<file path="config.mk">
export PLATFORM = sky130hd
export DESIGN_NAME = hct_tx_channel
export DESIGN_NICKNAME = d
export VERILOG_FILES = /design/src/rtl/hct_pkg.sv /design/src/rtl/hct_tx_channel.sv
export SDC_FILE = /design/constraint.sdc
export NUM_CORES = 2
export LEC_CHECK = 0
export ABC_AREA = 1
export BUFFER_PORTS_ARGS = -buffer_cell sky130_fd_sc_hd__buf_2
export CORE_ASPECT_RATIO = 0.5
export CORE_MARGIN = 2
export CORE_UTILIZATION = 50
export CTS_BUF_LIST = sky130_fd_sc_hd__clkbuf_4
export CTS_CLUSTER_SIZE = 30
export DETAILED_ROUTE_END_ITERATION = 8
export GPL_TIMING_DRIVEN = 1
export HOLD_SLACK_MARGIN = 0.05
export PLACE_DENSITY = 0.7
export SLEW_MARGIN = 20
export SYNTH_ARGS = -nofsm -noshare
export SYNTH_HDL_FRONTEND = slang
export SYNTH_HIERARCHICAL = 1
export SYNTH_SLANG_ARGS = --single-unit
</file>
<file path="constraint.sdc">
create_clock -name aclk -period 4.5 [get_ports aclk]
set_input_delay 0.675 -clock aclk [delete_from_list [all_inputs] [get_ports aclk]]
set_output_delay 0.675 -clock aclk [all_outputs]
set_load 0.01 [all_outputs]
</file>
<file path="src/rtl/hct_pkg.sv">
// hct_pkg: register map, field positions, reset values, types of the transmit channel
// assumes: data 32 bits, register bus addresses of HCT_AW bits, byte addressed
package hct_pkg;
    // register byte offsets
    localparam int HCT_AW = 8;
    localparam logic [HCT_AW-1:0] HCT_OFS_MODE = 8'h00;
    localparam logic [HCT_AW-1:0] HCT_OFS_ISW = 8'h04;
    localparam logic [HCT_AW-1:0] HCT_OFS_CTRL = 8'h08;
    localparam logic [HCT_AW-1:0] HCT_OFS_BUF_ADDR = 8'h0c;
    localparam logic [HCT_AW-1:0] HCT_OFS_BUF_LEN = 8'h10;
    localparam logic [HCT_AW-1:0] HCT_OFS_STATUS = 8'h14;
    // field positions, physical bit 0 is the least significant bit
    localparam int HCT_MINFLAG_LSB = 0;
    localparam int HCT_BE_BIT = 28;
    localparam int HCT_FC_LSB = 24;
    localparam int HCT_AT_LSB = 24;
    localparam int HCT_CTRL_EN_BIT = 0;
    localparam int HCT_CTRL_START_BIT = 1;
    // reset values and constants
    localparam logic [15:0] HCT_MODE_RST = 16'h0000;
    localparam logic [31:0] HCT_ISW_RST = 32'h0000_0000;
    localparam logic [7:0] HCT_FLAG_BYTE = 8'h7e;
    localparam logic [4:0] HCT_MIN_FLAGS = 5'h01;
    localparam logic [31:0] HCT_WORD_STEP = 32'h0000_0004;
    localparam logic [1:0] HCT_RESP_OKAY = 2'h0;
    localparam logic [1:0] HCT_RESP_SLVERR = 2'h2;
    localparam int HCT_FIFO_DEPTH = 16;

    typedef enum logic [1:0] {HCT_IDLE, HCT_FLAGS, HCT_DATA} hct_phase_e;

    // attributes of one transmit buffer read
    typedef struct packed {
        logic [31:0] addr;
        logic [3:0] fc;
        logic [2:0] at;
        logic big_endian;
    } hct_mem_req_s;

    // one byte on the serial side
    typedef struct packed {
        logic [7:0] data;
        logic is_flag;
    } hct_tx_s;

    // whole state of the channel top
    typedef struct packed {
        logic awready;
        logic wready;
        logic bvalid;
        logic [1:0] bresp;
        logic aw_held;
        logic w_held;
        logic [HCT_AW-1:0] awaddr;
        logic [31:0] wdata;
        logic [3:0] wstrb;
        logic arready;
        logic rvalid;
        logic [31:0] rdata;
        logic [1:0] rresp;
        logic [15:0] mode;
        logic [31:0] isw;
        logic enable;
        logic busy;
        logic done;
        logic [31:0] buf_addr;
        logic [15:0] buf_len;
        hct_phase_e phase;
        logic [4:0] flags_left;
        logic [15:0] words_left;
        logic [15:0] fetch_left;
        logic [31:0] fetch_addr;
        logic mem_pending;
        logic mem_req_valid;
        hct_mem_req_s mem_req;
        logic [31:0] hold_word;
        logic hold_valid;
        logic [1:0] byte_idx;
        logic tx_valid;
        hct_tx_s tx;
    } hct_state_s;
endpackage

</file>
<file path="src/rtl/hct_tx_channel.sv">
// hct_tx_channel: transmit channel with register slave, buffer fetch, word fifo, flag/byte sender
// assumes: AXI4-Lite master on aclk, memory port answers one read at a time, sink on tx_*
// Overview of operation
// - send at least min_flag_count flags before frames
// - zero count still sends one opening flag
// - big_endian_select picks buffer byte order
// - bus_function_code driven on every buffer read
// - bus_address_type driven on every buffer read
// - fields placed with bit 0 least significant
`timescale 1ns/10ps
`default_nettype none

module hct_fifo #(
    parameter int W = 32,
    parameter int D = 16
) (
    // clock and reset
    input wire logic aclk,
    input wire logic aresetn,
    // filling side
    input wire logic in_valid,
    output logic in_ready,
    input wire logic [W-1:0] in_data,
    // draining side
    output logic out_valid,
    input wire logic out_ready,
    output logic [W-1:0] out_data
);
    localparam int PW = (D > 1) ? $clog2(D) : 1;
    localparam int CW = $clog2(D + 1);
    localparam logic [PW-1:0] LAST = PW'(D - 1);
    localparam logic [CW-1:0] FULL = CW'(D);

    typedef struct packed {
        logic [D-1:0][W-1:0] mem;
        logic [PW-1:0] wr;
        logic [PW-1:0] rd;
        logic [CW-1:0] count;
    } fifo_state_s;

    fifo_state_s s_r;
    fifo_state_s s_nxt;
    logic push;
    logic pop;

    // honest full and empty from the occupancy count
    assign in_ready = (s_r.count != FULL);
    assign out_valid = (s_r.count != '0);
    assign out_data = s_r.mem[s_r.rd];
    assign push = in_valid && in_ready;
    assign pop = out_valid && out_ready;

    // pointer and count update
    always_comb
    begin
        s_nxt = s_r;
        if (push)
        begin
            s_nxt.mem[s_r.wr] = in_data;
            s_nxt.wr = (s_r.wr == LAST) ? '0 : s_r.wr + 1'b1;
        end
        if (pop)
            s_nxt.rd = (s_r.rd == LAST) ? '0 : s_r.rd + 1'b1;
        if (push && !pop)
            s_nxt.count = s_r.count + 1'b1;
        else if (pop && !push)
            s_nxt.count = s_r.count - 1'b1;
    end

    // state register
    always_ff @(posedge aclk)
    begin
        if (!aresetn)
            s_r <= '0;
        else
            s_r <= s_nxt;
    end
endmodule // hct_fifo

module hct_tx_channel import hct_pkg::*; #(
    parameter int FIFO_DEPTH = HCT_FIFO_DEPTH
) (
    // clock and reset
    input wire logic aclk,
    input wire logic aresetn,
    // register bus, write
    input wire logic [HCT_AW-1:0] s_axi_awaddr,
    input wire logic s_axi_awvalid,
    output logic s_axi_awready,
    input wire logic [31:0] s_axi_wdata,
    input wire logic [3:0] s_axi_wstrb,
    input wire logic s_axi_wvalid,
    output logic s_axi_wready,
    output logic [1:0] s_axi_bresp,
    output logic s_axi_bvalid,
    input wire logic s_axi_bready,
    // register bus, read
    input wire logic [HCT_AW-1:0] s_axi_araddr,
    input wire logic s_axi_arvalid,
    output logic s_axi_arready,
    output logic [31:0] s_axi_rdata,
    output logic [1:0] s_axi_rresp,
    output logic s_axi_rvalid,
    input wire logic s_axi_rready,
    // transmit buffer read port toward the memory controller
    output logic mem_req_valid,
    input wire logic mem_req_ready,
    output logic [31:0] mem_addr,
    output logic [3:0] bus_function_code,
    output logic [2:0] bus_address_type,
    output logic big_endian_select,
    input wire logic mem_rvalid,
    input wire logic [31:0] mem_rdata,
    // byte stream toward the serial side
    output logic tx_valid,
    input wire logic tx_ready,
    output logic [7:0] tx_data,
    output logic tx_is_flag
);
    hct_state_s s_r;
    hct_state_s s_nxt;
    logic fifo_in_valid;
    logic fifo_in_ready;
    logic [31:0] fifo_in_data;
    logic fifo_out_valid;
    logic fifo_out_ready;
    logic [31:0] fifo_out_data;

    // byte-lane merge of a register write
    function automatic logic [31:0] hct_merge(
        input logic [31:0] old_v,
        input logic [31:0] new_v,
        input logic [3:0] strb
    );
        logic [31:0] res;
        res = old_v;
        for (int i = 0; i < 4; i++)
            if (strb[i])
                res[8*i +: 8] = new_v[8*i +: 8];
        return res;
    endfunction

    // words land in the fifo in wire order, lane 0 sent first
    assign fifo_in_valid = mem_rvalid && s_r.mem_pending;
    assign fifo_in_data = s_r.mem_req.big_endian ?
        {mem_rdata[7:0], mem_rdata[15:8], mem_rdata[23:16], mem_rdata[31:24]} :
        mem_rdata;
    assign fifo_out_ready = (s_r.phase == HCT_DATA) && !s_r.hold_valid;

    hct_fifo #(
        .W(32),
        .D(FIFO_DEPTH)
    ) u_fifo (
        .aclk(aclk),
        .aresetn(aresetn),
        .in_valid(fifo_in_valid),
        .in_ready(fifo_in_ready),
        .in_data(fifo_in_data),
        .out_valid(fifo_out_valid),
        .out_ready(fifo_out_ready),
        .out_data(fifo_out_data)
    );

    // bus slave, buffer fetch and byte sender
    always_comb
    begin
        logic [31:0] wval;
        logic advance;
        logic start;
        wval = '0;
        start = 1'b0;
        s_nxt = s_r;
        advance = !s_r.tx_valid || tx_ready;

        // write address and data are caught in either order
        if (s_axi_awvalid && s_r.awready)
        begin
            s_nxt.aw_held = 1'b1;
            s_nxt.awaddr = s_axi_awaddr;
        end
        if (s_axi_wvalid && s_r.wready)
        begin
            s_nxt.w_held = 1'b1;
            s_nxt.wdata = s_axi_wdata;
            s_nxt.wstrb = s_axi_wstrb;
        end
        if (s_r.bvalid && s_axi_bready)
            s_nxt.bvalid = 1'b0;
        if (s_r.aw_held && s_r.w_held && !s_r.bvalid)
        begin
            s_nxt.aw_held = 1'b0;
            s_nxt.w_held = 1'b0;
            s_nxt.bvalid = 1'b1;
            s_nxt.bresp = HCT_RESP_OKAY;
            unique case (s_r.awaddr)
                HCT_OFS_MODE:
                begin
                    wval = hct_merge({16'h0000, s_r.mode}, s_r.wdata, s_r.wstrb);
                    s_nxt.mode = wval[15:0];
                end
                HCT_OFS_ISW: s_nxt.isw = hct_merge(s_r.isw, s_r.wdata, s_r.wstrb);
                HCT_OFS_CTRL:
                begin
                    if (s_r.wstrb[0])
                    begin
                        s_nxt.enable = s_r.wdata[HCT_CTRL_EN_BIT];
                        start = s_r.wdata[HCT_CTRL_START_BIT];
                    end
                end
                HCT_OFS_BUF_ADDR:
                    s_nxt.buf_addr = hct_merge(s_r.buf_addr, s_r.wdata, s_r.wstrb);
                HCT_OFS_BUF_LEN:
                begin
                    wval = hct_merge({16'h0000, s_r.buf_len}, s_r.wdata, s_r.wstrb);
                    s_nxt.buf_len = wval[15:0];
                end
                HCT_OFS_STATUS: s_nxt.bresp = HCT_RESP_OKAY;
                default: s_nxt.bresp = HCT_RESP_SLVERR;
            endcase
        end
        s_nxt.awready = !s_nxt.aw_held;
        s_nxt.wready = !s_nxt.w_held;

        // register reads, one at a time
        if (s_r.rvalid && s_axi_rready)
            s_nxt.rvalid = 1'b0;
        if (s_axi_arvalid && s_r.arready)
        begin
            s_nxt.rvalid = 1'b1;
            s_nxt.rresp = HCT_RESP_OKAY;
            unique case (s_axi_araddr)
                HCT_OFS_MODE: s_nxt.rdata = {16'h0000, s_r.mode};
                HCT_OFS_ISW: s_nxt.rdata = s_r.isw;
                HCT_OFS_CTRL: s_nxt.rdata = {31'h0000_0000, s_r.enable};
                HCT_OFS_BUF_ADDR: s_nxt.rdata = s_r.buf_addr;
                HCT_OFS_BUF_LEN: s_nxt.rdata = {16'h0000, s_r.buf_len};
                HCT_OFS_STATUS:
                    s_nxt.rdata = {23'h000000, s_r.mem_req.big_endian, s_r.mem_req.fc,
                        1'b0, s_r.enable, s_r.done, s_r.busy};
                default:
                begin
                    s_nxt.rdata = '0;
                    s_nxt.rresp = HCT_RESP_SLVERR;
                end
            endcase
        end
        s_nxt.arready = !s_nxt.rvalid;

        // a start on an enabled idle channel with a nonzero buffer length opens a frame with flags
        if (start && s_r.enable && !s_r.busy && s_r.buf_len != '0)
        begin
            s_nxt.busy = 1'b1;
            s_nxt.done = 1'b0;
            s_nxt.phase = HCT_FLAGS;
            s_nxt.flags_left = (s_r.mode[HCT_MINFLAG_LSB +: 4] == 4'h0) ? HCT_MIN_FLAGS :
                {1'b0, s_r.mode[HCT_MINFLAG_LSB +: 4]};
            s_nxt.fetch_left = s_r.buf_len;
            s_nxt.words_left = s_r.buf_len;
            s_nxt.fetch_addr = s_r.buf_addr;
        end

        // buffer fetch, one read under way, only with room in the fifo
        if (s_r.mem_req_valid && mem_req_ready)
        begin
            s_nxt.mem_req_valid = 1'b0;
            s_nxt.mem_pending = 1'b1;
            s_nxt.fetch_addr = s_r.fetch_addr + HCT_WORD_STEP;
            s_nxt.fetch_left = s_r.fetch_left - 16'h0001;
        end
        else if (s_r.busy && s_r.enable && !s_r.mem_req_valid && !s_r.mem_pending &&
            s_r.fetch_left != '0 && fifo_in_ready)
        begin
            s_nxt.mem_req_valid = 1'b1;
            s_nxt.mem_req.addr = s_r.fetch_addr;
            s_nxt.mem_req.big_endian = s_r.isw[HCT_BE_BIT];
            s_nxt.mem_req.fc = s_r.isw[HCT_FC_LSB +: 4];
            s_nxt.mem_req.at = s_r.isw[HCT_AT_LSB +: 3];
        end
        if (fifo_in_valid)
            s_nxt.mem_pending = 1'b0;

        // byte sender: flags first, then buffer bytes
        if (advance)
            s_nxt.tx_valid = 1'b0;
        unique case (s_r.phase)
            HCT_IDLE: s_nxt.hold_valid = 1'b0;
            HCT_FLAGS:
            begin
                if (advance && s_r.flags_left != '0)
                begin
                    s_nxt.tx_valid = 1'b1;
                    s_nxt.tx.data = HCT_FLAG_BYTE;
                    s_nxt.tx.is_flag = 1'b1;
                    s_nxt.flags_left = s_r.flags_left - 5'h01;
                end
                else if (advance)
                    s_nxt.phase = HCT_DATA;
            end
            HCT_DATA:
            begin
                if (fifo_out_valid && fifo_out_ready && s_r.words_left != '0)
                begin
                    s_nxt.hold_word = fifo_out_data;
                    s_nxt.hold_valid = 1'b1;
                    s_nxt.byte_idx = 2'h0;
                    s_nxt.words_left = s_r.words_left - 16'h0001;
                end
                else if (s_r.hold_valid && advance)
                begin
                    s_nxt.tx_valid = 1'b1;
                    s_nxt.tx.data = s_r.hold_word[8*s_r.byte_idx +: 8];
                    s_nxt.tx.is_flag = 1'b0;
                    s_nxt.byte_idx = s_r.byte_idx + 2'h1;
                    if (s_r.byte_idx == 2'h3)
                        s_nxt.hold_valid = 1'b0;
                end
                else if (!s_r.hold_valid && s_r.words_left == '0 && advance)
                begin
                    s_nxt.phase = HCT_IDLE;
                    s_nxt.busy = 1'b0;
                    s_nxt.done = 1'b1;
                end
            end
        endcase
    end

    // state register with synchronous reset
    always_ff @(posedge aclk)
    begin
        if (!aresetn)
        begin
            s_r <= '0;
            s_r.awready <= 1'b1;
            s_r.wready <= 1'b1;
            s_r.arready <= 1'b1;
            s_r.mode <= HCT_MODE_RST;
            s_r.isw <= HCT_ISW_RST;
            s_r.phase <= HCT_IDLE;
        end
        else
            s_r <= s_nxt;
    end

    // outputs straight from the state register
    assign s_axi_awready = s_r.awready;
    assign s_axi_wready = s_r.wready;
    assign s_axi_bvalid = s_r.bvalid;
    assign s_axi_bresp = s_r.bresp;
    assign s_axi_arready = s_r.arready;
    assign s_axi_rvalid = s_r.rvalid;
    assign s_axi_rdata = s_r.rdata;
    assign s_axi_rresp = s_r.rresp;
    assign mem_req_valid = s_r.mem_req_valid;
    assign mem_addr = s_r.mem_req.addr;
    assign bus_function_code = s_r.mem_req.fc;
    assign bus_address_type = s_r.mem_req.at;
    assign big_endian_select = s_r.mem_req.big_endian;
    assign tx_valid = s_r.tx_valid;
    assign tx_data = s_r.tx.data;
    assign tx_is_flag = s_r.tx.is_flag;
endmodule // hct_tx_channel

`default_nettype wire
</file>
; ---- Word-level counts from Yosys, hierarchy flattened
; Cells that the tools add are included.
[classes]
shifts = 1
n_div = 0
reduce_logical = 78
mux = 48
n_eq_ne = 21
order_cmp = 3
bitwise = 2
multipliers = 0
add_sub_neg = 9
[op_table]
columns = cell, count
row1 = 512-bit bitwise mux, 1
row2 = 32-bit case mux with 6 select lines, 1
row3 = 32-bit binary-select mux with 4-bit select, 1
row4 = 32-bit demux with 4-bit select, 1
row5 = 32-bit two-way mux, 3
row6 = 71-bit two-way mux, 1
row7 = 49-bit two-way mux, 1
row8 = 16-bit nonzero test, 3
row9 = 3-bit AND reduction, 14
row10 = 35-bit two-way mux, 1
row11 = 32-bit by 3-bit adder with 32-bit output (second input constant), 1
row12 = 8-bit by 4-bit equality test with 1-bit output (second input constant), 4
row13 = 8-bit by 5-bit equality test with 1-bit output (second input constant), 4
row14 = 16-bit two-way mux, 2
row15 = 32-bit by 6-bit variable part select with 8-bit output, 1
row16 = 16-bit by 1-bit subtractor with 16-bit output (second input constant), 2
row17 = 1-bit logical AND, 28
row18 = 5-bit two-way mux, 5
row19 = 2-bit two-way mux, 12
row20 = 10-bit two-way mux, 2
row21 = 10-bit case mux with 2 select lines, 1
row22 = 8-bit by 3-bit equality test with 1-bit output (second input constant), 2
row23 = 16-bit zero test, 1
row24 = 8-bit zero test, 2
row25 = other kinds (30), 68
[word_totals]
mem_count = 0
wordCells = 226
input_bits = 94
ramBits = 0
reg_bits = 869
out_inout_bits = 92
rom_bits = 0
latchBits = 0

; ---- Longest topological paths before layout
[depth]
depth_word = 11
depth_mapped = 15
mapped_depth_nobuf = 14

; ---- By module
; The synthesis kept the hierarchy.
[by_module_without_submodules]
columns = module, area_each_um2, cells_each, instances, seq_area_each_um2
row1 = hct_fifo, 27264.9, 4613, 1, 10510.1
row2 = hct_tx_channel, 16575.9, 2425, 1, 6786.5

; ---- Worst setup path before layout
; Ideal clock, no wire load.
[synth_path]
kind = input -> register
startpoint = input port mem_rvalid
endpoint = register u_fifo/s_r[4] (netlist bit)
t_arrival_ns = 2.448
slack_ns = 1.936
stages = 15
path_buffers = 2
setup_ns = 0.115
required_ns = 4.385
path_cell_list = nand2_1 -> inv_1 -> buf_4 -> buf_6 -> nand2_1 -> inv_1 -> ha_1 -> inv_1 -> fa_1 -> nand2_1 -> nand3_1 -> nand3_1 -> nand2_1 -> o21ai_0 -> inv_1
[synth_via]
elab_chain_cells = 5
elab_cells_between_ends = 7
classes_between = 1 x mux / 6 x reduce/logical
[synth_rtl]
columns = element, line_no
row1 = from (decl), hct_tx_channel.sv:112  ; input wire logic mem_rvalid,
row2 = 1-bit logical AND (*), hct_tx_channel.sv:144  ; assign fifo_in_valid = mem_rvalid && s_r.mem_pending;
row3 = net fifo_in_valid, hct_tx_channel.sv:122  ; logic fifo_in_valid;
row4 = 1-bit logical AND (*), hct_tx_channel.sv:50  ; assign push = in_valid && in_ready;
row5 = net u_fifo.push, hct_tx_channel.sv:43  ; logic push;
row6 = 1-bit zero test, hct_tx_channel.sv:66  ; else if (pop && !push)
row7 = 1-bit logical AND, hct_tx_channel.sv:66
row8 = 2-bit nonzero test (no source line), n/a
row9 = to (signal assigned), hct_tx_channel.sv:76  ; s_r <= s_nxt;
row10 = to (decl), hct_tx_channel.sv:41  ; fifo_state_s s_r;
; The timed path passes the listed nets; every way through them passes the cells marked *.
; A chain may end at the register's enable or synchronous reset.

; ---- Worst setup path after layout
[layout_path]
startpoint = register u_fifo/s_r[0] (netlist bit)
endpoint = register u_fifo/s_r[4] (netlist bit)
[layout_via]
elab_chain_cells = 5
elab_cells_between_ends = 13
classes_between = 2 x add/sub / 1 x eq/ne / 2 x mux / 8 x reduce/logical
[layout_rtl]
columns = element, line_no
row1 = 5-bit != test (*), hct_tx_channel.sv:47  ; assign in_ready = (s_r.count != FULL);
row2 = net fifo_in_ready, hct_tx_channel.sv:123  ; logic fifo_in_ready;
row3 = 1-bit logical AND (*), hct_tx_channel.sv:50
row4 = net u_fifo.push, hct_tx_channel.sv:43
row5 = 1-bit zero test, hct_tx_channel.sv:66
row6 = 1-bit logical AND, hct_tx_channel.sv:66
row7 = 2-bit nonzero test (no source line), n/a
; The timed path passes the listed nets; every way through them passes the cells marked *. The select of a mux whose other input is x is not followed.

==> reports/metrics.cfg <==
[power_and_ir_drop]
sequentialPowerShare_pct = 52.5
netSwitchingPower_mw = 3.67
power_switching_share_pct = 25.0
p_int_mw = 11.0
power.leakage_nw = 24.8
pwr-share-clk_pct = 43.7
power_density_nw_per_um2 = 311
pwr-share-comb_pct = 3.8
vdd.ir_drop.worst_uv = 241

[grt]
busiest_layer = met2
gr-total-overflow = 0
antenna_found_initial = 2
grt_pass1_wl_mm = 202
vias_in_the_first_global_route = 37484
globalRouteTotalUtil_pct = 27.8
globalRouteMet1Util_pct = 36.1
grt_start_max_net_pins = 173
grt.met2_usage_pct = 46.3
use_met3_pct = 3.94

[routing]
routed_wire_per_std_cell_um = 15.3
drtPass1Iterations = 6
via_density_per_instance = 5.02
detail_route.wirelength_mm = 128
drt_iter0_markers = 3850
via_count = 41915
drc = 0
final_antenna_net_count = 0

[floorplan]
core_um2 = 86400
die_height_um = 213
std_cell_rows = 76
pin_count = 186
die_w_um = 423
die-area_um2 = 90200
initial_core_util_pct = 50.7

[worst_setup_path]
worst-r2r-cell-count = 13
reg2reg_to = u_fifo/s_r[4]
setup.reg_to_reg.worst_slack_ns = 1.33
path_delay_family = simple AND/OR/NAND/NOR gates
cells_along_the_critical_path = nor2_1 -> nand3_2 -> nand2_1 -> inv_1 -> ha_1 -> inv_1 -> ha_1 -> nand2_1 -> nand3_1 -> nand3_1 -> nand2_1 -> o21ai_0 -> inv_1
critical_path_class = reg2reg
startpoint_type = flop
r2r-start = u_fifo/s_r[0]
cp_data_required_time_ns = 5.48
cp_data_arrival_time_ns = 4.16
slowest_delay_ns = 0.74
path_max_fanout = 18
critPathSlowestCell = sky130_fd_sc_hd__nand3_2
cp_num_buf_inv = 3
cp-end-kind = flop

[sta]
finalHoldViolations = 0
slew-limit-headroom_pct = 21.7
hold_slack_ns = 0.184
setup_viol = 0
period_utilization_post_route_pct = 70.5
timing_worst_slew_pin_value_ns = 1.17
grt_setup_unrepaired = no
period_minus_ws_final_ns = 3.17
timing.final.max_slew_violations = 0
totalNegativeSetupSlack_ns = 0
clock.fmax_mhz = 315
worst_clock_skew_ns = 0.0639

[clock_network]
worst_skew_pair_latency_ns = 1.14
cts-resized-gates = 0
cts.htree.levels = 4
cts.hold.buffers_added = 81
cts_buffers = 204
worst_setup_hold_path_clk_slew_ns = 0.08
postcts_setup_bufs = 0
clock_sinks = 864
clock_tree.root_cell = sky130_fd_sc_hd__clkbuf_4
cts.path.max_buffers = 3
cts_tree = yes

[placement]
hpwl_mm = 72.9
place.port_buffers = 183
routabilityCongestion = 0.905

[final_layout]
layout_commonest_cell = sky130_fd_sc_hd__nand2_1
utilization_pct = 54.6
synthToLayoutAreaGrowth_pct = 7.73
number_of_fillers_in_the_final_layout = 8737
nets = 7153
drive_gt1_share_pct = 8.62
most-common-layout-cells = sky130_fd_sc_hd__nand2_1 (2,261), sky130_fd_sc_hd__nor2_1 (1,346), sky130_fd_sc_hd__dfxtp_1 (860)

[yosys]
postSynthAreaPerCell_um2 = 6.23
synth_top_cell_by_area = sky130_fd_sc_hd__dfxtp_1
yosysTopAreaCellShare_pct = 39.5
netlist-cell-type-count = 45
synth-xor-area-share_pct = 0.579
largest_family_of_logic_cells_by_synthesized_area = simple AND/OR/NAND/NOR gates
synth-simple-area-share_pct = 37.9
post_synth_fa_ha_maj_area_fraction_pct = 0.531
fraction_of_the_mapped_netlist_area_in_compound_gates_pct = 7.74
post_synth_main_area_contributors = sky130_fd_sc_hd__dfxtp_1 (39%), sky130_fd_sc_hd__nand2_1 (19%), sky130_fd_sc_hd__nor2_1 (12%)
mux_contribution_to_synthesized_area_pct = 0
ys_ff_latch = 864
syn-cell-area_um2 = 43800
share_of_the_yosys_chip_area_belonging_to_registers_pct = 39.5
synthesis.instances = 7038
synthesis.yosys.warnings = 6

[hold_path]
hold_end = u_fifo/s_r[277]
holdCritPathClass = in2reg
holdPathStages = 6
min-delay-start = mem_rdata[8]

[status]
run_status = completed

[job]
max-cap-violations = 0

flip-flops by register name (all words and copies together) (netlist names):
register,count
s_axi_rresp,1
bus_function_code,4
s_axi_arready,1
s_axi_bresp,1
tx_is_flag,1
mem_addr,32
mem_req_valid,1
s_axi_bvalid,1
big_endian_select,1
s_axi_rvalid,1
s_axi_rdata,32
tx_data,8
s_r,252
s_axi_awready,1
u_fifo/s_r,525
tx_valid,1
s_axi_wready,1
stage by stage:
step           power, mW  instance area, µm²  std cells  setup WS [ns]
2_1_floorplan       8.19               43800       7039           1.94
3_3_place_gp        8.37               43900       7924           1.34
3_5_place_dp        8.37               43900       7924           1.32
4_1_cts             14.8               47200       8342           1.33
5_1_grt             15.2               47200       8344           1.02
6_report            14.7               47200       8344           1.33
cells in the mapped netlist, drive strengths merged:
cell and count:
fa 1, a21boi 1, ha 17, inv 802, o21ai 295, xor2 24
conb 1, xnor2 5, nand3 496, buf 324, o21a 4, a21oi 227
nand2 2266, o31ai 1, nand4 11, a31oi 6, clkbuf 208, a211oi 28
nand3b 7, dfxtp 864, o21bai 4, nor3 13, a221oi 1, and3 1
nor3b 1, clkinv 4, o211ai 58, or2 7, nor4 2, nor2 1359
layout make-up:
type / count / area [µm²] / area share [%]
clock buffers: 278 / 2090 / 4.42
flip-flops and latches: 864 / 17300 / 36.6
inverters: 806 / 3040 / 6.43
clock inverters: 59 / 410 / 0.869
well taps: 1170 / 1460 / 3.10
multi-input cells: 4837 / 20600 / 43.7
repair buffers: 328 / 2280 / 4.83
diodes: 2 / 5.00 / 0.0106
power by group through the flow:
stage / logic (mW) / clock network, mW / registers [mW]
final: 0.562 / 6.42 / 7.71
after global placement: 0.490 / 0 / 7.88
after detailed placement: 0.490 / 0 / 7.88
after global routing: 0.607 / 6.94 / 7.71
after CTS: 0.550 / 6.55 / 7.71
after floorplan: 0.316 / 0 / 7.88
layer usage:
| metal | share of wire [%] | up-vias |
|---|---|---|
| li1 | - | 21345 |
| met1 | 44 | 18890 |
| met2 | 46 | 1426 |
| met3 | 6.8 | 254 |
| met4 | 3.5 | 0 |
| met5 | 0 | - |
logic make-up after synthesis:
logic type      count (synthesis)
fa+ha+maj                      18
flops                         864
buf+inv                      1338
compound gates                625
other cells                     1
xor+xnor                       29
simple gates                 4163
worst reg2reg max path, cell delays in order (launching register included):
cell and delay, ns:
sky130_fd_sc_hd__dfxtp_1 0.37, sky130_fd_sc_hd__nor2_1 0.18, sky130_fd_sc_hd__nand3_2 0.74, sky130_fd_sc_hd__nand2_1 0.40
sky130_fd_sc_hd__inv_1 0.17, sky130_fd_sc_hd__ha_1 0.24, sky130_fd_sc_hd__inv_1 0.16, sky130_fd_sc_hd__ha_1 0.31
sky130_fd_sc_hd__nand2_1 0.09, sky130_fd_sc_hd__nand3_1 0.09, sky130_fd_sc_hd__nand3_1 0.09, sky130_fd_sc_hd__nand2_1 0.05
sky130_fd_sc_hd__o21ai_0 0.14, sky130_fd_sc_hd__inv_1 0.05
how the worst max path moves through the flow:
stage                      end     startpoint  slack [ns]  depth (start not counted)
2_1_floorplan    u_fifo/s_r[4]     mem_rvalid        1.94                         15
3_3_place_gp     u_fifo/s_r[4]  u_fifo/s_r[0]        1.34                         13
3_5_place_dp   u_fifo/s_r[452]     mem_rvalid        1.32                          7
4_1_cts          u_fifo/s_r[3]  u_fifo/s_r[0]        1.33                         13
5_1_grt          u_fifo/s_r[3]  u_fifo/s_r[1]        1.02                         13
6_report         u_fifo/s_r[4]  u_fifo/s_r[0]        1.33                         13
(Power assumes the default switching activity.)
